### src/ipm_pkg.sv
// constants for the interrupt flag/mask and power mode controller
package ipm_pkg;
    // ------------------------------------------------------------
    // register locations (nibble addresses)
    // ------------------------------------------------------------
    localparam logic [9:0] ADDR_WORD0  = 10'h000;
    localparam logic [9:0] ADDR_WORD1  = 10'h001;
    localparam logic [9:0] ADDR_WORD2  = 10'h002;
    localparam logic [9:0] ADDR_WORD3  = 10'h003;
    localparam logic [9:0] ADDR_PMODEA = 10'h004;
    localparam logic [9:0] ADDR_EDGE   = 10'h010;
    localparam logic [9:0] ADDR_SERIAL = 10'h023;
    // ------------------------------------------------------------
    // cause indices: priority order, 0 highest
    // ------------------------------------------------------------
    localparam int NUM_SRC = 8;
    localparam int SRC_EXT0 = 0;
    localparam int SRC_EXT1 = 1;
    localparam int SRC_TMRA = 2;
    localparam int SRC_TMRB = 3;
    localparam int SRC_TMRC = 4;
    localparam int SRC_ZC   = 5;
    localparam int SRC_ADC  = 6;
    localparam int SRC_SER  = 7;
    // ------------------------------------------------------------
    // field positions and reset values
    // ------------------------------------------------------------
    localparam int BIT_GIE = 0;
    localparam int EDGE_EXT1_LO = 0;
    localparam int EDGE_ZC_LO   = 2;
    localparam logic [3:0] MASK_RESET   = 4'hf;
    localparam logic [3:0] NIBBLE_RESET = 4'h0;
    // vector step per cause: vector = VEC_STEP * (index+1), ad/serial share
    localparam logic [13:0] VEC_STEP = 14'h0002;
    // ------------------------------------------------------------
    // timing: stabilisation time and frame length in clock cycles
    // ------------------------------------------------------------
    localparam int CLK_MHZ = 200;
    localparam int STAB_US = 8000;
    localparam int STAB_CYCLES = STAB_US * CLK_MHZ;
    localparam int FRAME_US = 7812;
    localparam int FRAME_CYCLES = FRAME_US * CLK_MHZ;

    typedef enum logic [2:0] {
        MODE_ACTIVE,
        MODE_STANDBY,
        MODE_STOP,
        MODE_WATCH,
        MODE_WAKE,
        MODE_SUBACTIVE
    } ipm_mode_t;
endpackage : ipm_pkg

### src/ipm_irq_power_ctrl.sv
// interrupt request flags, masks, priority and low-power mode sequencing
`timescale 1ns/1ps

// How it works
// - ext0 flag (0x000 b2) sets on each falling edge of ext_irq0_n.
// - ext1 flag (0x001 b0) sets on the edge chosen by edge-select 0x010.
// - mask bit 1 blocks its cause, 0 passes it; positions per map.
// - timer A overflow sets flag 0x001 bit 2.
// - timer B overflow sets flag 0x002 bit 0.
// - timer C overflow sets flag 0x002 bit 2.
// - zero crossing sets flag 0x003 bit 0, edge chosen by edge-select.
// - A/D completion sets flag 0x003 bit 2.
// - eighth serial clock or counter reset abort sets flag 0x023 bit 2.
// - active mode runs cpu and peripherals from main oscillator.
// - standby stops only cpu clock; peripherals, interrupts run, state kept.
// - pending request ends standby; vectors only if global enable set.
// - stop with watch-select 0 halts oscillator, resets peripherals, floats pins.
// - stop mode leaves only through reset.
// - watch entered by stop with watch-select 1, or stop/standby in subactive.
// - timer A or ext0 request ends watch; low-speed select picks target.
// - watch-to-active waits stabilisation time, ext0 without timer A adds one frame more.
// - subactive runs cpu on subclock, main oscillator off, no A/D.
// - watch keeps timer A and LCD; others stop; serial raises no request.
// - interrupt taken when flag 1, mask 0, global enable 1; fixed priority.
// - interrupt entry clears global enable; return instruction sets it.
// - software only clears flags; hardware events alone set them.
// - stop or standby with enable 0 and unmasked request acts as no-op.
module ipm_irq_power_ctrl
    import ipm_pkg::*;
(
    // clock and reset
    input  wire logic        clock,
    input  wire logic        resetn,
    // cpu nibble access
    input  wire logic [9:0]  regAddr,
    input  wire logic        regWrite,
    input  wire logic [3:0]  regWdata,
    output logic      [3:0]  regRdata,
    output logic             regHit,
    // cpu instruction strobes
    input  wire logic        standbyInstr,
    input  wire logic        stopInstr,
    input  wire logic        irqEntry,
    input  wire logic        returnFromIrqInstr,
    input  wire logic        watchSelectBit,
    input  wire logic        lowSpeedSelect,
    // event sources
    input  wire logic        extIrq0N,
    input  wire logic        extIrq1,
    input  wire logic        zeroCrossIn,
    input  wire logic        tmrAOverflow,
    input  wire logic        tmrBOverflow,
    input  wire logic        tmrCOverflow,
    input  wire logic        adcDone,
    input  wire logic        serialEighthClk,
    input  wire logic        serialCounterReset,
    input  wire logic        frameStrobe,
    // request to cpu
    output logic             irqRequest,
    output logic      [13:0] irqVector,
    output logic             instrNop,
    // clock and power controls
    output logic             cpuClockEn,
    output logic             mainOscEn,
    output logic             subClockCpu,
    output logic             periphRun,
    output logic             slowPeriphRun,
    output logic             adcRun,
    output logic             serialIrqEn,
    output logic             periphResetReq,
    output logic             pinsFloat,
    output logic      [3:0]  portModeRegA,
    output logic      [3:0]  irqEdgeSelectReg,
    output logic      [2:0]  modeState
);
    // ------------------------------------------------------------
    // state
    // ------------------------------------------------------------
    logic [NUM_SRC-1:0] flag_q, flag_d;
    logic [NUM_SRC-1:0] mask_q, mask_d;
    logic               gie_q, gie_d;
    logic [3:0]         pmodeA_q, pmodeA_d;
    logic [3:0]         edge_q, edge_d;
    logic               ext0Prev_q, ext1Prev_q, zcPrev_q;
    ipm_mode_t          mode_q, mode_d;
    logic [31:0]        wait_q, wait_d;
    logic               toSub_q, toSub_d;
    logic [NUM_SRC-1:0] event_s, clear_s;
    logic [NUM_SRC-1:0] pend;
    logic               anyPend, wakeWatch;

    // ------------------------------------------------------------
    // event detection
    // ------------------------------------------------------------
    logic ext1Rise, ext1Fall, zcRise, zcFall, ext1Ev, zcEv, inWatch;
    always_comb
    begin
        inWatch  = (mode_q == MODE_WATCH) || (mode_q == MODE_WAKE);
        ext1Rise = extIrq1 & ~ext1Prev_q;
        ext1Fall = ~extIrq1 & ext1Prev_q;
        zcRise   = zeroCrossIn & ~zcPrev_q;
        zcFall   = ~zeroCrossIn & zcPrev_q;
        // edge select: 00 fall, 01 rise, 1x both
        ext1Ev = edge_q[EDGE_EXT1_LO+1] ? (ext1Rise | ext1Fall)
               : (edge_q[EDGE_EXT1_LO] ? ext1Rise : ext1Fall);
        zcEv   = edge_q[EDGE_ZC_LO+1] ? (zcRise | zcFall)
               : (edge_q[EDGE_ZC_LO] ? zcRise : zcFall);
        event_s = '0;
        event_s[SRC_EXT0] = ~extIrq0N & ext0Prev_q;
        event_s[SRC_EXT1] = ext1Ev & ~inWatch;
        event_s[SRC_TMRA] = tmrAOverflow;
        event_s[SRC_TMRB] = tmrBOverflow & ~inWatch;
        event_s[SRC_TMRC] = tmrCOverflow & ~inWatch;
        event_s[SRC_ZC]   = zcEv & ~inWatch;
        event_s[SRC_ADC]  = adcDone & adcRun;
        event_s[SRC_SER]  = (serialEighthClk | serialCounterReset) & ~inWatch;
    end

    // ------------------------------------------------------------
    // register access, flags and masks
    // ------------------------------------------------------------
    logic [3:0] wr;
    always_comb
    begin
        wr = regWdata;
        clear_s = '0;
        mask_d  = mask_q;
        gie_d   = gie_q;
        pmodeA_d = pmodeA_q;
        edge_d   = edge_q;
        if (regWrite)
        begin
            case (regAddr)
                ADDR_WORD0:
                begin
                    gie_d = wr[BIT_GIE];
                    clear_s[SRC_EXT0] = ~wr[2];
                    mask_d[SRC_EXT0] = wr[3];
                end
                ADDR_WORD1:
                begin
                    clear_s[SRC_EXT1] = ~wr[0];
                    mask_d[SRC_EXT1] = wr[1];
                    clear_s[SRC_TMRA] = ~wr[2];
                    mask_d[SRC_TMRA] = wr[3];
                end
                ADDR_WORD2:
                begin
                    clear_s[SRC_TMRB] = ~wr[0];
                    mask_d[SRC_TMRB] = wr[1];
                    clear_s[SRC_TMRC] = ~wr[2];
                    mask_d[SRC_TMRC] = wr[3];
                end
                ADDR_WORD3:
                begin
                    clear_s[SRC_ZC] = ~wr[0];
                    mask_d[SRC_ZC] = wr[1];
                    clear_s[SRC_ADC] = ~wr[2];
                    mask_d[SRC_ADC] = wr[3];
                end
                ADDR_SERIAL:
                begin
                    clear_s[SRC_SER] = ~wr[2];
                    mask_d[SRC_SER] = wr[3];
                end
                ADDR_PMODEA: pmodeA_d = wr;
                ADDR_EDGE:   edge_d = wr;
                default: ;
            endcase
        end
        if (irqEntry)
            gie_d = 1'b0;
        else if (returnFromIrqInstr)
            gie_d = 1'b1;
        // set wins over clear; software can never set
        flag_d = (flag_q & ~clear_s) | event_s;
        if (mode_q == MODE_STOP)
            flag_d = '0;
    end

    always_comb
    begin
        regHit = 1'b1;
        case (regAddr)
            ADDR_WORD0:  regRdata = {mask_q[SRC_EXT0], flag_q[SRC_EXT0], 1'b0, gie_q};
            ADDR_WORD1:  regRdata = {mask_q[SRC_TMRA], flag_q[SRC_TMRA],
                                     mask_q[SRC_EXT1], flag_q[SRC_EXT1]};
            ADDR_WORD2:  regRdata = {mask_q[SRC_TMRC], flag_q[SRC_TMRC],
                                     mask_q[SRC_TMRB], flag_q[SRC_TMRB]};
            ADDR_WORD3:  regRdata = {mask_q[SRC_ADC], flag_q[SRC_ADC],
                                     mask_q[SRC_ZC], flag_q[SRC_ZC]};
            ADDR_SERIAL: regRdata = {mask_q[SRC_SER], flag_q[SRC_SER], 2'b00};
            ADDR_PMODEA: regRdata = pmodeA_q;
            ADDR_EDGE:   regRdata = edge_q;
            default:
            begin
                regRdata = 4'h0;
                regHit = 1'b0;
            end
        endcase
    end

    // ------------------------------------------------------------
    // priority and request
    // ------------------------------------------------------------
    always_comb
    begin
        pend = flag_q & ~mask_q;
        anyPend = |pend;
        irqVector = '0;
        for (int i = NUM_SRC - 1; i >= 0; i--)
        begin
            if (pend[i])
                irqVector = VEC_STEP * 14'((i == SRC_SER ? SRC_ADC : i) + 1);
        end
        irqRequest = anyPend & gie_q & (mode_q == MODE_ACTIVE
                                        || mode_q == MODE_SUBACTIVE);
        instrNop = (stopInstr | standbyInstr) & ~gie_q & anyPend;
        wakeWatch = pend[SRC_TMRA] | pend[SRC_EXT0];
    end

    // ------------------------------------------------------------
    // power mode sequencer
    // ------------------------------------------------------------
    always_comb
    begin
        mode_d  = mode_q;
        wait_d  = wait_q;
        toSub_d = toSub_q;
        case (mode_q)
            MODE_ACTIVE:
            begin
                if (!instrNop && stopInstr)
                    mode_d = watchSelectBit ? MODE_WATCH : MODE_STOP;
                else if (!instrNop && standbyInstr)
                    mode_d = MODE_STANDBY;
            end
            MODE_STANDBY:
                if (anyPend)
                    mode_d = MODE_ACTIVE;
            MODE_STOP:
                mode_d = MODE_STOP;
            MODE_WATCH:
            begin
                if (wakeWatch)
                begin
                    toSub_d = lowSpeedSelect;
                    // ext0 adds one frame of sampling latency
                    wait_d = pend[SRC_EXT0] && !pend[SRC_TMRA]
                           ? 32'(STAB_CYCLES + FRAME_CYCLES) : 32'(STAB_CYCLES);
                    mode_d = lowSpeedSelect ? MODE_SUBACTIVE : MODE_WAKE;
                end
            end
            MODE_WAKE:
            begin
                if (wait_q <= 32'd1)
                    mode_d = MODE_ACTIVE;
                else
                    wait_d = wait_q - 32'd1;
            end
            MODE_SUBACTIVE:
                if (!instrNop && (stopInstr || standbyInstr))
                    mode_d = MODE_WATCH;
            default: mode_d = MODE_ACTIVE;
        endcase
    end

    always_comb
    begin
        cpuClockEn     = (mode_q == MODE_ACTIVE) || (mode_q == MODE_SUBACTIVE);
        mainOscEn      = (mode_q == MODE_ACTIVE) || (mode_q == MODE_STANDBY)
                         || (mode_q == MODE_WAKE);
        subClockCpu    = (mode_q == MODE_SUBACTIVE);
        periphRun      = (mode_q == MODE_ACTIVE) || (mode_q == MODE_STANDBY)
                         || (mode_q == MODE_SUBACTIVE);
        slowPeriphRun  = (mode_q != MODE_STOP);
        adcRun         = (mode_q == MODE_ACTIVE) || (mode_q == MODE_STANDBY);
        serialIrqEn    = ~inWatch;
        periphResetReq = (mode_q == MODE_STOP);
        pinsFloat      = (mode_q == MODE_STOP);
        modeState      = mode_q;
        portModeRegA   = pmodeA_q;
        irqEdgeSelectReg = edge_q;
    end

    // ------------------------------------------------------------
    // registers
    // ------------------------------------------------------------
    always_ff @(posedge clock or negedge resetn)
    begin
        if (!resetn)
        begin
            flag_q     <= '0;
            mask_q     <= {NUM_SRC{1'b1}};
            gie_q      <= 1'b0;
            pmodeA_q   <= NIBBLE_RESET;
            edge_q     <= NIBBLE_RESET;
            ext0Prev_q <= 1'b1;
            ext1Prev_q <= 1'b0;
            zcPrev_q   <= 1'b0;
            mode_q     <= MODE_ACTIVE;
            wait_q     <= '0;
            toSub_q    <= 1'b0;
        end
        else
        begin
            flag_q     <= flag_d;
            mask_q     <= mask_d;
            gie_q      <= gie_d;
            pmodeA_q   <= pmodeA_d;
            edge_q     <= edge_d;
            ext0Prev_q <= extIrq0N;
            ext1Prev_q <= extIrq1;
            zcPrev_q   <= zeroCrossIn;
            mode_q     <= mode_d;
            wait_q     <= wait_d;
            toSub_q    <= toSub_d;
        end
    end
endmodule : ipm_irq_power_ctrl

### config.mk
export PLATFORM = sky130hd
export DESIGN_NAME = ipm_irq_power_ctrl
export DESIGN_NICKNAME = d
export VERILOG_FILES = /design/src/ipm_pkg.sv /design/src/ipm_irq_power_ctrl.sv
export SDC_FILE = /design/constraint.sdc
export NUM_CORES = 1
export LEC_CHECK = 0
export BUFFER_PORTS_ARGS = -buffer_cell sky130_fd_sc_hd__buf_2
export CORE_ASPECT_RATIO = 0.5
export CORE_MARGIN = 2
export CORE_UTILIZATION = 50
export CTS_CLUSTER_DIAMETER = 100
export DETAILED_ROUTE_END_ITERATION = 10
export GPL_TIMING_DRIVEN = 1
export MAX_ROUTING_LAYER = met4
export PLACE_DENSITY = 0.73
export REMOVE_ABC_BUFFERS = 1
export SYNTH_ARGS = -nofsm -noshare
export SYNTH_HDL_FRONTEND = slang
export SYNTH_SLANG_ARGS = --single-unit
### constraint.sdc
create_clock -name clock -period 3.5 [get_ports clock]
set_clock_uncertainty 0.15 [all_clocks]
set_input_delay 0.175 -clock clock [delete_from_list [all_inputs] [get_ports clock]]
set_output_delay 0.175 -clock clock [all_outputs]
set_load 0.02 [all_outputs]
* After elaboration in Yosys (flattened, before gate mapping)
Cells that the tools add are included.
** Word-level totals
- Register bits after elaboration :: 63
- Latch bits :: 0
- RAM bits :: 0
- ROM bits :: 0
- Bits of input ports :: 33
- Word-level logic and storage cells :: 135
- Memories :: 0
** Operators by class
- Add/sub/neg operators :: 1
- Multipliers :: 0
- Divide/modulo/power cells :: 0
- Magnitude comparators :: 1
- Equal/unequal tests :: 18
- Shift operators :: 0
- Multiplexer cells :: 38
- Bitwise gates (word level) :: 34
- Reduce and logical (&&, ||, !) cells :: 29
** Operators by type and width (number)
- $mux 14 :: 7
- $mux 32 :: 2
- $pmux 32 s2 :: 1
- $le 32x1->1 const B :: 1
- $sub 32x1->32 const B :: 1
- $pmux 4 s7 :: 1
- $mux 22 :: 1
- $eq 10x2->1 const B :: 2
- $mux 3 :: 6
- $pmux 3 s6 :: 1
- $and 8x8->8 :: 2
- $mux 8 :: 2
- $not 8->8 :: 2
- $reduce_and 2->1 :: 8
- $and 1x1->1 :: 15
- $mux 1 :: 13
- $eq 10x1->1 const B :: 1
- $eq 10x3->1 const B :: 1
- $eq 10x5->1 const B :: 1
- $eq 10x6->1 const B :: 1
- $logic_not 10->1 :: 1
- $not 1->1 :: 9
- $ne 2x2->1 const B :: 4
- $or 8x8->8 :: 1
- other kinds (19) :: 37

* Depth between registers and ports, before layout
- Word-level depth :: 10
- Depth in mapped cells :: 9

* Worst setup path before layout
No wires, ideal clock.
- Kind :: reg-to-reg
- From :: reg wait_q[16]
- To :: reg mode_q[0] (netlist: modeState[0])
- Arrival time :: 2.516 ns
- Path slack :: 0.708 ns
- Stages on the path, launching flop included :: 7
- Buffers on the path :: 0
- Clock period less this slack :: 2.792 ns
- Path through :: dfrtp_1 or3_4 or4_4 nor4_4 nor2_2 or3_4 o311a_1
** On the way
- Word-level cells in the longest chain between the ends :: 3
** Ends and longest elaborated chain
- start, declared :: line ipm_irq_power_ctrl.sv:86 : logic [31:0] wait_q, wait_d;
- start signal, assigned :: line ipm_irq_power_ctrl.sv:316 : wait_q <= wait_d;
- $le 32x1->1 :: line ipm_irq_power_ctrl.sv:256 : if (wait_q <= 32'd1)
- $ne 2x2->1 (no source line)
- $reduce_and 5->1 (no source line)
- end signal, assigned :: line ipm_irq_power_ctrl.sv:315 : mode_q <= mode_d;
- end, declared :: line ipm_irq_power_ctrl.sv:85 : ipm_mode_t mode_q, mode_d;
No other way between the ends.
A chain may end at the register's enable or synchronous reset.

* Final worst setup path
- From :: reg wait_q[10]
- To :: reg wait_q[19]
** On the way
- Word-level cells in the longest chain between the ends :: 3
- Elaborated cells on any way between the ends :: 6
** Ends and longest elaborated chain (line)
- $sub 32x1->32 / $le 32x1->1 (equally long branches) :: ipm_irq_power_ctrl.sv:259, ipm_irq_power_ctrl.sv:256
- $mux 32 / $ne 2x2->1 (equally long branches)
- $pmux 32 s2 / $reduce_and 3->1 (equally long branches)
Several ways; a longest one is shown, not always the timed one. The select of a mux whose other input is x is not followed.

==> out/results.txt <==
outcome - finished clean
Max Fclk - 0.335 GHz
ANT cells - 0
Final #Nets - 527
Ys Warns - 0
cell depth of the worst hold path - 2
Final Power - 3150 uW
Clk pin slew, worst setup/hold paths - 0.05 ns
slowest stage delay, CP - 0.64 ns
Slew HR - 54.8%
cts hold-fix bufs - 12
Arrival @ worst endpoint - 3.05 ns
Fillers - 610
full die area - 0.00831 mm2
fraction of registers with async set/reset - 100%
setup_tns - 0 ns
GPL Wtd Cong - 0.810
Die Ht - 65.5 um
Routed Antenna Nets - 0
vias in the first global route - 3096
crit share post-route - 85.4%
R2R cell count - 6
MaxCap Viol Count - 0
Yosys top cell by area - dfrtp_1
DRC Markers - 0
synth unique cells - 59
startpoint types - flop
H-tree levels - 3
Rows - 22
CP max FO - 11
Layout area overhead - 21.1%
synthesized cell area - 0.00378 mm2
DRT iter0 DRCs - 263
vias - 3401
VDD IR max - 0.322 mV
Ports - 74
P_leak - 0.00206 uW
grt ovf - 0
worst path buffer plus inverter count - 0
Worst-Margin Slew - 0.673 ns
clk_lat worst skew - 0.33 ns
antenna violations before repair - 0
DRT Wirelength - 9220 um
Max Transition Viols Final - 0
TritonCTS clock tree - yes
Crit-path slowest cell - or4_4
hold path endpoint - irqEdgeSelectReg[0]
drt wl/cell - 15.6 um
Top Family by Delay on Critical Path - simple AND/OR/NAND/NOR gates
Sinks on Clock Net - 63
Seq/Total Area, Yosys - 42.0%
Syn Inst Count - 413
Setup crit end kind - flop
HPWL Detailed - 6460 um
Port Buffers - 61
Hold Path Class - input pin to flop
Post-Layout Cell Count - 589
CP Cell Sequence - or4_1 -> nand2b_1 -> or4_4 -> nand2_1 -> nor3b_1 -> a211o_1
pwr dens - 689 mW/mm2
Avg Inst Size Synth - 9.14 um2
Tmin final - 2.99 ns
Crit Reg-Reg Startpoint - wait_q[10]
Initial Utilization - 51.6%
Core ar. - 0.00732 mm2
Setup Crit Path Kind - flop to flop
unrepaired setup endpoints after global routing - no
Hold Startpoint - regWdata[0]
post-cts sizing count - 0
r2r endpoint - wait_q[19]
maximum clock insertion buffer count - 2
Die X - 127 um
Final Hold Vio Count - 0
WP data required - 3.56 ns
top cells by count, synth - dfrtp_1, nand2_1, o21ai_0
share of the synthesized area in the top cell type - 35.8%
Main synth FF type - dfrtp_1
DR pass1 iterations - 4
flop-to-flop setup slack - 0.51 ns
GRT Util Overall - 24.3%
DP Cell Count - 561
EDFF count, synth - 0
dominant cell by count in the synthesized netlist - dfrtp_1
final setup fails - 0
largest net degree at the start of global routing - 37
Area contributors post-synth - dfrtp_1, dfstp_2, mux2_2, o21ai_0, nand2_1
Root Driver - clkbuf_16
FF+latch count, synth - 63
Num CTS Buffers - 9
first-pass GRT wire length - 15100 um
Setup Fix Bufs, Post-CTS - 0
share of cells above drive strength 1 - 25.2%
vias per cell - 5.77
-- area by class of cell --
cell class / count / area (um2) / share of cell area (%)
Tap cell: 96 / 120 / 2.63
Timing Repair Buffer: 81 / 485 / 10.6
Sequential cell: 63 / 1590 / 34.7
Multi-Input combinational cell: 319 / 2020 / 44.2
Clock inverter: 4 / 70.1 / 1.53
Clock buffer: 12 / 236 / 5.17
Inverter: 14 / 52.6 / 1.15
-- registers in the layout (all words and copies together) (netlist names) --
name              cells
gie_q                 1
flag_q                8
modeState             3
wait_q               32
portModeRegA          4
ext0Prev_q            1
irqEdgeSelectReg      4
zcPrev_q              1
ext1Prev_q            1
mask_q                8
-- metrics by stage --
| stage | util [%] | cell area, um2 | worst slack, ns | hold slack [ns] |
|---|---|---|---|---|
| after CTS | 62.5 | 4570 | 0.513 | 0.0101 |
| final | 62.5 | 4570 | 0.511 | 0.0198 |
| after detailed placement | 56.6 | 4150 | 0.546 | 0.0778 |
| after floorplan | - | 3660 | 0.601 | -0.271 |
| after global routing | 62.5 | 4570 | 0.367 | 0.0261 |
| after global placement | 56.6 | 4150 | 0.565 | 0.0750 |
-- metal layers --
metal  up-vias  GRT usage [%]  share of wire, %
li1       1640              -                 -
met1      1634           30.1                45
met2       113           39.2                47
met3        14           6.84               6.3
met4         0           7.97               1.2
met5         -              -                 0
-- kinds of logic (layout without fill, tap and decap cells) --
logic type / Yosys count / count (layout) / synth area share, %
muxes: 27 / 27 / 8.81
buffers and inverters: 41 / 111 / 5.43
adders and majority gates: 6 / 6 / 1.99
AOI/OAI and AO/OA: 103 / 103 / 16.8
other: 1 / 11 / 0.0993
and+or+nand+nor: 168 / 168 / 23.9
DFF: 63 / 63 / 42.0
xor gates and xnor gates: 4 / 4 / 0.928
-- worst max path at each step --
stage | slack, ns | cells past startpoint | end | startpoint
floorplan | 0.60 | 6 | modeState[0] | wait_q[16]
global placement | 0.57 | 7 | wait_q[5] | wait_q[10]
detailed placement | 0.55 | 6 | wait_q[19] | wait_q[10]
CTS | 0.51 | 6 | wait_q[19] | wait_q[10]
global route | 0.37 | 8 | wait_q[24] | wait_q[0]
finish | 0.51 | 6 | wait_q[19] | wait_q[10]
-- placed cells by master, fill, tap and decap left out, types with 3 or more instances in the layout --
master         netlist  routed
ha_1                 6       6
nor3_1              18      18
nand3_1             10      10
dfrtp_1             54      54
a21oi_1             23      23
clkbuf_1            12       3
buf_2                2      61
dlygate4sd3_1        0      12
or2_2                3       3
nor4_1              10      10
dfstp_2              9       9
o21ai_0             40      40
a31oi_1              3       3
mux2i_1              4       4
inv_1               14      14
clkbuf_16            0       9
and2_1               4       4
nand2b_1            12      12
o41ai_1              3       3
buf_4               13       8
mux2_2              19      19
o211ai_1             4       4
mux4_2               3       3
or3_1                8       8
nand2_1             40      40
nor2_1              29      29
or4_1                5       5
a211o_1              3       3
nand4_1              3       3
a22oi_1              6       6
conb_1               1      11
nor2b_1              9       9
nor3b_1              4       4
-- report_power, final --
| group | internal [uW] | switching (uW) |
|---|---|---|
| combinational | 440 | 715 |
| clock | 621 | 313 |
| sequential | 877 | 183 |
| total | 1940 | 1210 |
(Power assumes the default switching activity.)
